## config.mk

```make
export PLATFORM = sky130hd
export DESIGN_NAME = cgl_glue
export DESIGN_NICKNAME = d
export VERILOG_FILES = /design/src/hw/cgl_pkg.sv /design/src/hw/cgl_glue.sv
export VERILOG_INCLUDE_DIRS = /design/src /design/src/hw
export SDC_FILE = /design/constraint.sdc
export NUM_CORES = 1
export LEC_CHECK = 0
export BUFFER_PORTS_ARGS = -buffer_cell sky130_fd_sc_hd__buf_2
export CELL_PAD_IN_SITES_DETAIL_PLACEMENT = 2
export CELL_PAD_IN_SITES_GLOBAL_PLACEMENT = 2
export CORE_ASPECT_RATIO = 0.7
export CORE_MARGIN = 2
export CORE_UTILIZATION = 34
export DETAILED_ROUTE_END_ITERATION = 7
export PLACE_DENSITY_LB_ADDON = 0.1
export SLEW_MARGIN = 20
export SYNTH_ARGS = -nofsm -noshare
export SYNTH_HDL_FRONTEND = slang
export SYNTH_SLANG_ARGS = --single-unit
```

## constraint.sdc

```tcl
create_clock -name ref_clk -period 6.8 [get_ports ref_clk]
set_input_delay 0.34 -clock ref_clk [delete_from_list [all_inputs] [get_ports ref_clk]]
set_output_delay 0.34 -clock ref_clk [all_outputs]
set_load 0.01 [all_outputs]
```

## src/hw/cgl_consts.svh

```systemverilog
/*
 * constants for the controller glue logic: data-space addresses,
 * reset values and timing counts.
 * assumes a 10 MHz ref_clk; included by bare name.
 */
`ifndef CGL_CONSTS_SVH
`define CGL_CONSTS_SVH

// ----------------------------------------------------------------
// data-space map
// ----------------------------------------------------------------
`define CGL_RAM_LO        16'h2000
`define CGL_RAM_HI        16'h7FFF
`define CGL_ADDR_FIRST    16'h8000
`define CGL_ADDR_PHASE    16'h8001
`define CGL_ADDR_GAIN     16'h8002
`define CGL_ADDR_BLANK    16'h8003
`define CGL_ADDR_EXP_A    16'h8004
`define CGL_ADDR_EXP_B    16'h8005
`define CGL_ADDR_RADIO    16'h8006
`define CGL_ADDR_INTER    16'h8007
`define CGL_ADDR_STATUS   16'h8008

// ----------------------------------------------------------------
// reset values
// ----------------------------------------------------------------
`define CGL_LATCH_RST     8'h00

// ----------------------------------------------------------------
// timing
// ----------------------------------------------------------------
`define CGL_CLK_NS        100
`define CGL_POR_MS        15
`define CGL_POR_CYC       ((`CGL_POR_MS * 1000000) / `CGL_CLK_NS)
`define CGL_BLINK_MS      250
`define CGL_BLINK_CYC     ((`CGL_BLINK_MS * 1000000) / `CGL_CLK_NS)
`define CGL_FLICK_MS      20
`define CGL_FLICK_CYC     ((`CGL_FLICK_MS * 1000000) / `CGL_CLK_NS)

`endif

```

## src/hw/cgl_pkg.sv

```systemverilog
/*
 * types for the controller glue logic.
 * assumes cgl_consts.svh is compiled alongside.
 */
`default_nettype none

package cgl_pkg;
	// chip selects towards the flash and the ram
	typedef struct packed {
		logic flash_code;   // flash in code space
		logic flash_data;   // flash in data space
		logic ram_code;     // ram in code space
		logic ram_data;     // ram in data space
	} cgl_mem_sel_s;

	// front panel indicators
	typedef struct packed {
		logic red;          // error indicator
		logic green;        // ready indicator
	} cgl_leds_s;

	// reset sequencer states
	typedef enum logic [1:0] {
		CGL_ST_POWER,
		CGL_ST_HOLD,
		CGL_ST_DELAY,
		CGL_ST_RUN
	} cgl_rst_state_e;
endpackage : cgl_pkg

`default_nettype wire

```

## src/hw/cgl_glue.sv

```systemverilog
/*
 * controller glue logic: bus demultiplex, address decode, memory swap,
 * boot-block guard, reset combiner, oscillator gate, indicators.
 * assumes all inputs synchronous to ref_clk, microcontroller on the
 * multiplexed bus; the flash itself honours the write gate.
 */
//----------------------------------------------------------------
// Overview of operation
// - eight data, sixteen address bits fully decoded
// - low address byte latched on strobe
// - code by fetch strobe, data by rd/wr
// - normal code space maps to flash
// - swap select puts ram in code space
// - data 0x2000..0x7FFF selects ram unless swapped
// - 0x8000..0x8002 select the three converter latches
// - 0x8004, 0x8005 select the expander
// - 0x8006 radio latch, 0x8007 intermediate latch
// - flash has four separately erasable blocks
// - boot block writes need protect jumper
// - reset held about 15 ms after power-up
// - reset from switch, wake-up or pulse
// - pulse holds controller reset whole acquisition
// - external clock stops during pulse, reset delayed after
// - blank control masks pulse reset and clock stop
// - serial data ignored while booting
// - transmit outputs float after each transmission
// - green flickers on command until acknowledged
// - error state: red on, green off
// - blank: red blinks; pulse held: both on
// - software clock stop ends only by reset
//----------------------------------------------------------------
`include "cgl_consts.svh"
`timescale 1ns/10ps
`default_nettype none

module cgl_glue
	import cgl_pkg::*;
#(
	parameter int POR_CYC   = `CGL_POR_CYC,   // power monitor delay
	parameter int BLINK_CYC = `CGL_BLINK_CYC, // red blink half period
	parameter int FLICK_CYC = `CGL_FLICK_CYC  // green flicker length
) (
	input  wire logic        ref_clk,            // 10 MHz clock
	input  wire logic        reset,              // sync reset, high
	input  wire logic [7:0]  ad_in,              // port 0 address/data in
	output logic      [7:0]  ad_out,             // port 0 read data
	output logic             ad_oe,              // port 0 drive enable
	input  wire logic [7:0]  addr_hi,            // high address byte
	input  wire logic        ale,                // address latch strobe
	input  wire logic        code_fetch_strobe_n,// code fetch strobe
	input  wire logic        rd_n,               // data read strobe
	input  wire logic        wr_n,               // data write strobe
	input  wire logic        memory_swap_select_n,// swap when low
	input  wire logic [16:0] flash_page_addr,    // flash address incl page
	input  wire logic        boot_protect_jumper,// high when fitted
	input  wire logic        manual_reset_n,     // reset switch
	input  wire logic        serial_wakeup_n,    // bus master wake-up
	input  wire logic        acq_pulse_in_n,     // acquisition pulse
	input  wire logic        soft_clock_stop,    // software clock stop
	input  wire logic        internal_osc,       // internal osc fitted
	input  wire logic        cmd_received,       // command seen, pulse
	input  wire logic        cmd_ack,            // command acked, pulse
	input  wire logic        fw_error,           // firmware error level
	input  wire logic        tx_done,            // transmission ended
	input  wire logic        tx_start,           // transmission begins
	input  wire logic [7:0]  exp_a_rd,           // expander port a
	input  wire logic [7:0]  exp_b_rd,           // expander port b
	output logic      [15:0] bus_addr,           // demultiplexed address
	output cgl_mem_sel_s     mem_sel,            // memory selects
	output logic             flash_we_ok,        // flash write allowed
	output logic      [1:0]  flash_block,        // block of flash addr
	output logic      [7:0]  first_dac_setting,  // first converter
	output logic      [7:0]  phase_dac_setting,  // phase converter
	output logic      [7:0]  gain_dac_setting,   // gain converter
	output logic      [7:0]  radio_control_driver, // radio latch
	output logic      [7:0]  intermediate_control_driver, // if latch
	output logic             exp_a_sel,          // expander port a
	output logic             exp_b_sel,          // expander port b
	output logic      [7:0]  exp_wr_data,        // expander data
	output logic             acq_blank_ctrl,     // blank mode
	output logic             reset_out_n,        // controller reset
	output logic             osc_enable,         // oscillator gate
	output logic             serial_rx_enable,   // serial served
	output logic             tx_enable,          // transmit drive
	output cgl_leds_s        leds                // indicators
);
	//------------------------------------------------------------
	// address demultiplex and decode
	//------------------------------------------------------------
	logic [7:0]      addr_lo_r;   // latched low byte
	logic            swap;        // ram in code space
	logic            data_acc;    // rd or wr active
	logic            wr_acc;      // write strobe
	cgl_rst_state_e  rst_st_r;    // reset sequencer
	logic [31:0]     cnt_r;       // sequencer delay count
	logic            clk_stop_r;  // software clock stop held
	logic            pulse_act;   // pulse effective

	assign bus_addr = {addr_hi, addr_lo_r};
	assign swap     = ~memory_swap_select_n;
	assign data_acc = ~rd_n | ~wr_n;
	assign wr_acc   = ~wr_n;

	// code space: flash normally, ram while swapped
	assign mem_sel.flash_code = ~code_fetch_strobe_n & ~swap;
	assign mem_sel.ram_code   = ~code_fetch_strobe_n & swap;
	assign mem_sel.flash_data = data_acc & swap &
		(bus_addr < `CGL_RAM_LO);
	assign mem_sel.ram_data   = data_acc & ~swap &
		(bus_addr >= `CGL_RAM_LO) & (bus_addr <= `CGL_RAM_HI);

	// block 0 is the boot block; four blocks by top address bits
	assign flash_block = flash_page_addr[16:15];
	assign flash_we_ok = mem_sel.flash_data & wr_acc &
		((flash_block != 2'h0) | boot_protect_jumper);

	assign exp_a_sel   = data_acc & (bus_addr == `CGL_ADDR_EXP_A);
	assign exp_b_sel   = data_acc & (bus_addr == `CGL_ADDR_EXP_B);
	assign exp_wr_data = ad_in;

	// read-back: expander ports and own status
	assign ad_oe  = ~rd_n & (exp_a_sel | exp_b_sel |
		(bus_addr == `CGL_ADDR_STATUS) | (bus_addr == `CGL_ADDR_BLANK));
	assign ad_out = exp_a_sel ? exp_a_rd :
		exp_b_sel ? exp_b_rd :
		(bus_addr == `CGL_ADDR_BLANK) ? {7'h00, acq_blank_ctrl} :
		{5'h00, fw_error, pulse_act, serial_rx_enable};

	// low address byte captured while the strobe is high
	always_ff @(posedge ref_clk) begin
		if (reset) begin
			addr_lo_r <= 8'h00;
		end else if (ale) begin
			addr_lo_r <= ad_in;
		end
	end

	//------------------------------------------------------------
	// peripheral latches
	//------------------------------------------------------------
	// written on the write strobe; all clear on reset
	always_ff @(posedge ref_clk) begin
		if (reset) begin
			first_dac_setting           <= `CGL_LATCH_RST;
			phase_dac_setting           <= `CGL_LATCH_RST;
			gain_dac_setting            <= `CGL_LATCH_RST;
			radio_control_driver        <= `CGL_LATCH_RST;
			intermediate_control_driver <= `CGL_LATCH_RST;
			acq_blank_ctrl              <= 1'b0;
		end else if (wr_acc) begin
			case (bus_addr)
				`CGL_ADDR_FIRST: first_dac_setting <= ad_in;
				`CGL_ADDR_PHASE: phase_dac_setting <= ad_in;
				`CGL_ADDR_GAIN:  gain_dac_setting  <= ad_in;
				`CGL_ADDR_RADIO: radio_control_driver <= ad_in;
				`CGL_ADDR_INTER:
					intermediate_control_driver <= ad_in;
				`CGL_ADDR_BLANK: acq_blank_ctrl <= ad_in[0];
				default: ;
			endcase
		end
	end

	//------------------------------------------------------------
	// reset combiner and oscillator gate
	//------------------------------------------------------------
	logic any_src;   // an external reset source active

	// blank mode masks the acquisition pulse entirely
	assign pulse_act = ~acq_pulse_in_n & ~acq_blank_ctrl;
	// wake-up is driven by the bus master; we only obey it
	assign any_src = ~manual_reset_n | ~serial_wakeup_n
		| pulse_act;

	// sequencer: hold while any source, delay after release
	always_ff @(posedge ref_clk) begin
		if (reset) begin
			rst_st_r <= CGL_ST_POWER;
			cnt_r    <= 32'h0000_0000;
		end else begin
			case (rst_st_r)
				CGL_ST_POWER: begin
					// power monitor delay before first release
					if (cnt_r >= 32'(POR_CYC - 1)) begin
						// a source still active keeps reset held
						rst_st_r <= any_src ? CGL_ST_HOLD
							: CGL_ST_RUN;
						cnt_r    <= 32'h0000_0000;
					end else begin
						cnt_r <= cnt_r + 32'h0000_0001;
					end
				end
				CGL_ST_HOLD: begin
					cnt_r <= 32'h0000_0000;
					if (!any_src) begin
						rst_st_r <= CGL_ST_DELAY;
					end
				end
				CGL_ST_DELAY: begin
					if (any_src) begin
						rst_st_r <= CGL_ST_HOLD;
					end else if (cnt_r >= 32'(POR_CYC - 1)) begin
						rst_st_r <= CGL_ST_RUN;
					end else begin
						cnt_r <= cnt_r + 32'h0000_0001;
					end
				end
				CGL_ST_RUN: begin
					if (any_src) begin
						rst_st_r <= CGL_ST_HOLD;
					end
				end
				default: rst_st_r <= CGL_ST_POWER;
			endcase
		end
	end

	// reset held anywhere but run
	assign reset_out_n = (rst_st_r == CGL_ST_RUN);

	// software stop holds until a hardware reset begins
	always_ff @(posedge ref_clk) begin
		if (reset) begin
			clk_stop_r <= 1'b0;
		end else if (!reset_out_n) begin
			clk_stop_r <= 1'b0;
		end else if (soft_clock_stop && internal_osc) begin
			clk_stop_r <= 1'b1;
		end
	end

	// external oscillator stops for the pulse unless blanked
	assign osc_enable = ~(pulse_act & ~internal_osc) & ~clk_stop_r;

	// serial served only once booted
	assign serial_rx_enable = reset_out_n;

	//------------------------------------------------------------
	// transmit enable and indicators
	//------------------------------------------------------------
	logic        flick_r;   // command pending flicker
	logic [31:0] fcnt_r;    // flicker count
	logic        fph_r;     // flicker phase, green lit while high
	logic [31:0] bcnt_r;    // blink count
	logic        blink_r;   // blink phase

	// driver floats after each transmission
	always_ff @(posedge ref_clk) begin
		if (reset) begin
			tx_enable <= 1'b0;
		end else if (tx_start) begin
			tx_enable <= 1'b1;
		end else if (tx_done) begin
			tx_enable <= 1'b0;
		end
	end

	// flicker: a received command wins over a same-cycle ack
	always_ff @(posedge ref_clk) begin
		if (reset) begin
			flick_r <= 1'b0;
			fcnt_r  <= 32'h0000_0000;
			fph_r   <= 1'b0;
		end else if (cmd_received) begin
			flick_r <= 1'b1;
			fcnt_r  <= 32'h0000_0000;
			fph_r   <= 1'b0;  // start dark so a short command still shows
		end else if (cmd_ack) begin
			flick_r <= 1'b0;
		end else if (flick_r && fcnt_r >= 32'(FLICK_CYC - 1)) begin
			fcnt_r <= 32'h0000_0000;
			fph_r  <= ~fph_r;
		end else if (flick_r) begin
			fcnt_r <= fcnt_r + 32'h0000_0001;
		end
	end

	// blink toggles at a fixed half period
	always_ff @(posedge ref_clk) begin
		if (reset) begin
			bcnt_r  <= 32'h0000_0000;
			blink_r <= 1'b0;
		end else if (bcnt_r >= 32'(BLINK_CYC - 1)) begin
			bcnt_r  <= 32'h0000_0000;
			blink_r <= ~blink_r;
		end else begin
			bcnt_r <= bcnt_r + 32'h0000_0001;
		end
	end

	// priority: reset hold, error, blank, command, ready
	always_comb begin
		if (!reset_out_n) begin
			leds = '{red: 1'b1, green: 1'b1};
		end else if (fw_error) begin
			leds = '{red: 1'b1, green: 1'b0};
		end else if (acq_blank_ctrl) begin
			leds = '{red: blink_r, green: 1'b1};
		end else if (flick_r) begin
			leds = '{red: 1'b0, green: fph_r};
		end else begin
			leds = '{red: 1'b0, green: 1'b1};
		end
	end
endmodule : cgl_glue

`default_nettype wire

```

# After elaboration in Yosys (flattened, before gate mapping)
# Index checks and enable logic that the tools add are counted.
# W data, S select, Z words.
word_totals:
  register_bits: 152
  output_inout_bits: 89
  word_cells: 125
classes:
  reduce_logical: 21
  n_eq_ne: 18
  bitwise_logic: 37
  addsub: 3
  magnitude_cmp: 6
  mux: 24
op_table:
  columns: ["op", "count"]
  rows:
  - ["$mux W32", 5]
  - ["$eq A16 B16 Y1 const B", 9]
  - ["$add A32 B1 Y32 const B", 3]
  - ["$pmux W32 S3", 1]
  - ["$ge A32 B18 Y1 const B", 2]
  - ["$ge A32 B22 Y1 const B", 1]
  - ["$mux W2", 9]
  - ["$ge A16 B14 Y1 const B", 1]
  - ["$le A16 B15 Y1 const B", 1]
  - ["$lt A16 B14 Y1 const B", 1]
  - ["$mux W8", 2]
  - ["$reduce_and A2 Y1", 8]
  - ["$and A1 B1 Y1", 15]
  - ["$not A1 Y1", 15]
  - ["$ne A2 B2 Y1 const B", 4]
  - ["$pmux W2 S4", 1]
  - ["$reduce_bool A2 Y1", 4]
  - ["$or A1 B1 Y1", 7]
  - ["$reduce_or A2 Y1", 3]
  - ["$mux W1", 5]
  - ["$eq A2 B2 Y1 const B", 2]
  - ["$reduce_and A4 Y1", 1]
  - ["$mux W3", 1]
  - ["$ne A3 B3 Y1 const B", 1]
  - ["6 further kinds", 7]

# Logic depth before layout (Yosys ltp)
depth:
  word_depth: 7
  mapped_depth: 8
  depth_no_buf: 7

# Worst setup path before layout
# No wires, ideal clock.
synth_timing:
  path_type: "input to output"
  from: "input addr_hi[0]"
  to: "output ad_out[0]"
  path_buffers: 1
  t_required_ps: 6460
  path_slack_ps: 4150
  stages: 7
  arrival_time_ps: 2310
  cell_sequence: "or4_4 -> or4_4 -> buf_6 -> nor4b_2 -> mux2_2 -> mux2i_1 -> o21ai_2"
synth_between:
  elab_chain_len: 4
  word_cells_on_any_way: 8
  classes_between: "eq/ne (3); mux (3); bitwise (2)"
synth_lines:
  columns: ["element", "line_no", "source"]
  rows:
  - ["start: declaration", "cgl_glue.sv:48", "input wire logic [7:0] addr_hi,"]
  - ["$eq A16 B16 Y1", null, null]
  - ["$mux W3 / $and A1 B1 Y1 (equally long branches)", "cgl_glue.sv:126, cgl_glue.sv:118", null]
  - ["$mux W8", "cgl_glue.sv:125", "exp_b_sel ? exp_b_rd :"]
  - ["$mux W8 *", "cgl_glue.sv:124", "assign ad_out = exp_a_sel ? exp_a_rd :"]
  - ["end: declaration", "cgl_glue.sv:46", "output logic [7:0] ad_out,"]
# Every way passes the cells marked *; elsewhere a longest branch is shown, timed or not.

# Worst setup path in the final report
layout_timing:
  from: "register addr_lo_r[5]"
  to: "output ad_out[0]"
layout_between:
  elab_chain_len: 4
  word_cells_on_any_way: 8
  classes_between: "eq/ne (3); mux (3); bitwise (2)"
layout_lines:
  columns: ["element", "line_no", "source"]
  rows:
  - ["start: declaration", "cgl_glue.sv:90", "logic [7:0] addr_lo_r;"]
  - ["start signal: assignment", "cgl_glue.sv:134", "addr_lo_r <= ad_in;"]
  - ["$eq A16 B16 Y1", null, null]
  - ["$mux W3 / $and A1 B1 Y1 (equally long branches)", "cgl_glue.sv:126, cgl_glue.sv:118", null]
  - ["$mux W8", "cgl_glue.sv:125", null]
  - ["$mux W8 *", "cgl_glue.sv:124", null]
# Marks and branches as above.

==> results.sh <==
export IMPL_p_sw_uw=667.4
export IMPL_rsz0062_at_grt="no"
export IMPL_mostFrequentLayoutCells="152 x dfxtp_1, 140 x nor2_1, 140 x buf_2"
export IMPL_synth_compound_area_share_pct=9.695
export IMPL_synthSimpleGateAreaFrac_pct=25.11
export IMPL_final_common_cell="dfxtp_1"
export IMPL_endpoint_kind="output pin"
export IMPL_synth_area_per_cell_sq_um=8.958
export IMPL_port_buffers=140
export IMPL_crit_type="reg -> out"
export IMPL_diodes=0
export IMPL_fp_dieH_um=121.8
export IMPL_drt_total_wl_um=21370
export IMPL_synthArstFlopShare_pct=0
export IMPL_rows=43
export IMPL_die_w_um=172.2
export IMPL_worst_slew_pin_slew_ns=1.063
export IMPL_grt_overflow=0
export IMPL_drt_pass1_iter_count=4
export IMPL_p_clk_share_pct=42.3
export IMPL_grt_pass1_wl_um=33840
export IMPL_core_area_sq_um=19640
export IMPL_cts_repair_resized=0
export IMPL_reg_top3="bcnt_r (32), cnt_r (32), fcnt_r (32)"
export IMPL_io_pins=156
export IMPL_placed_area_sq_um=7570
export IMPL_cts_clk_slew_worst_paths_ns=0.06
export IMPL_drive_gt1_share_pct=22.16
export IMPL_cts_root_buffer="clkbuf_16"
export IMPL_grt_pass1_vias=6302
export IMPL_syn_area_sq_um=6736
export IMPL_postRouteAntennaNets=0
export IMPL_synth_area_leaders="dfxtp_1 45%, nor2_1 7.8%, mux2i_1 7.6%"
export IMPL_area_delta_synth_final_pct=21.25
export IMPL_irDropWorstVdd_v=0.0001248
export IMPL_hpwl_um=15110
export IMPL_fillers=2221
export IMPL_finalCriticalPeriod_ns=3.299
export IMPL_ys_warn_count=0
export IMPL_seqCellArea_sq_um=3043
export IMPL_combinationalPowerShare_pct=16.3
export IMPL_netlist_cell_type_count=60
export IMPL_p_leak_uw=0.003248
export IMPL_yosys_area_top_type="dfxtp_1"
export IMPL_grt_usage_pct=20.77
export IMPL_synth_edf_count=0
export IMPL_place_congestion=0.7697
export IMPL_htreeDepth=4
export IMPL_final_hold_viol_count=0
export IMPL_synthMuxAreaShare_pct=8.079
export IMPL_post_cts_buffers=0
export IMPL_cp_data_required_time_ns=6.46
export IMPL_start_util_pct=34.30
export IMPL_power_frac_seq_pct=41.4
export IMPL_drc=0
export IMPL_critPathLaunchType="flop"
export IMPL_max_freq_mhz=303.1
export IMPL_synth_top_family_by_area="simple AND/OR/NAND/NOR gates"
export IMPL_arrival_ns=2.96
export IMPL_num_vias=6049
export IMPL_setup_viol=0
export IMPL_power_density_nw_per_um2=276.2
export IMPL_dpl_cell_count=1127
export IMPL_stdcell_area_sq_um=8168
export IMPL_multi_input_area_sq_um=3432
export IMPL_synth_fa_ha_area_share_pct=1.486
export IMPL_synth_xor_area_share_pct=5.851
export IMPL_nets=951
export IMPL_clock_sinks=152
export IMPL_ys_seq_area_share_pct=45.17
export IMPL_critPathMaxFanout=7
export IMPL_hold_buffers=0
export IMPL_viasPerCell=5.219
export IMPL_drt_initial_drc_count=282
export IMPL_grt_start_max_net_pins=76
export IMPL_ys_ff_latch=152
export IMPL_finalCritPeriodShare_pct=48.52
export IMPL_drv_cap=0
export IMPL_numCtsBuffers=17
export IMPL_netSwitchingFraction_pct=29.58
export IMPL_fin_setup_tns_ns=0
export IMPL_p_int_uw=1589
export IMPL_slew_headroom_pct=29.02
export IMPL_dieArea_sq_um=20970
export IMPL_hp_class="in -> reg"
export IMPL_antenna_found_initial=0
export IMPL_synth_ff_type="dfxtp_1"
export IMPL_final_cells=1159
export IMPL_clk_latency_ns=0.43
export IMPL_cts_tree="built"
export IMPL_status="finished clean"
export IMPL_netlist_instances=752
export IMPL_skew_ns=0.01115
export IMPL_synth_top_cell_area_share_pct=45.17
export IMPL_cts_max_path_buffers=2
export IMPL_slew_viol_final=0
export IMPL_detail_route_wl_per_cell_um=18.44
-- path summary, 6_finish.rpt --
check                                   from                   end  slack, ns  depth (start not counted)
worst max register to register  addr_lo_r[5]  first_dac_setting[6]       3.74                          6
worst max-delay path            addr_lo_r[5]             ad_out[0]       3.50                          7
worst min register to register     bcnt_r[0]             bcnt_r[0]       0.46                          1
worst min-delay path                tx_start             tx_enable       0.14                          3
-- metrics by stage --
step | utilization (%) | setup slack (ns) | hold slack (ns) | total power, uW
floorplan | - | 4.150 | 0.4297 | 1202
global placement | 38.55 | 3.811 | 0.4433 | 1288
detailed placement | 38.55 | 3.681 | 0.4568 | 1316
CTS | 41.54 | 3.462 | 0.1182 | 2281
global route | 41.59 | 3.311 | 0.1527 | 2358
finish | 41.59 | 3.501 | 0.1379 | 2256
-- layout make-up --
| class | count | share of cell area, % |
|---|---|---|
| multi-input combinational | 551 | 42.02 |
| sequential | 152 | 37.25 |
| timing repair buffer | 144 | 8.946 |
| clock buffer | 19 | 5.423 |
| tap | 270 | 4.136 |
| clock inverter | 13 | 1.762 |
| inverter | 10 | 0.4596 |
-- power groups by stage --
| stage | Combinational, uW | Sequential [uW] | Clock, uW |
|---|---|---|---|
| finish | 367 | 934 | 955 |
| global route | 408 | 937 | 1010 |
| CTS | 367 | 934 | 980 |
| detailed placement | 362 | 954 | 0 |
| global placement | 338 | 950 | 0 |
| floorplan | 255 | 947 | 0 |
-- routing by layer --
layer / share of wire, % / GRT usage [%]
met1: 46 / 26.65
met2: 48 / 35.54
met3: 3.9 / 3.834
met4: 2.0 / 6.460
met5: 0 / 0
-- critical path, cell delays in order, from the launching register on --
cell and delay, ns:
dfxtp_1 0.32, or4b_1 0.55, or4_4 0.59, nor4b_2 0.27, mux2_2 0.39, mux2i_1 0.19, o21ai_2 0.07, buf_2 0.14
-- cell usage after synthesis, types with 18 or more instances --
master and count:
xor2_1 30, nand3_1 29, nor4_1 21, mux2i_1 51, nor2_1 140, nand4_1 25
buf_4 20, nor3_1 21, nand2_1 48, clkbuf_1 18, a21oi_1 20, dfxtp_1 152
-- logic make-up after synthesis --
logic type	after synthesis
AO/OA/AOI/OAI	90
XOR/XNOR	45
adder cells (fa/ha/maj)	8
buffers and inverters	58
flip-flops	152
multiplexers	54
other	1
AND/OR/NAND/NOR	344
Power figures use the tool's default switching activity.
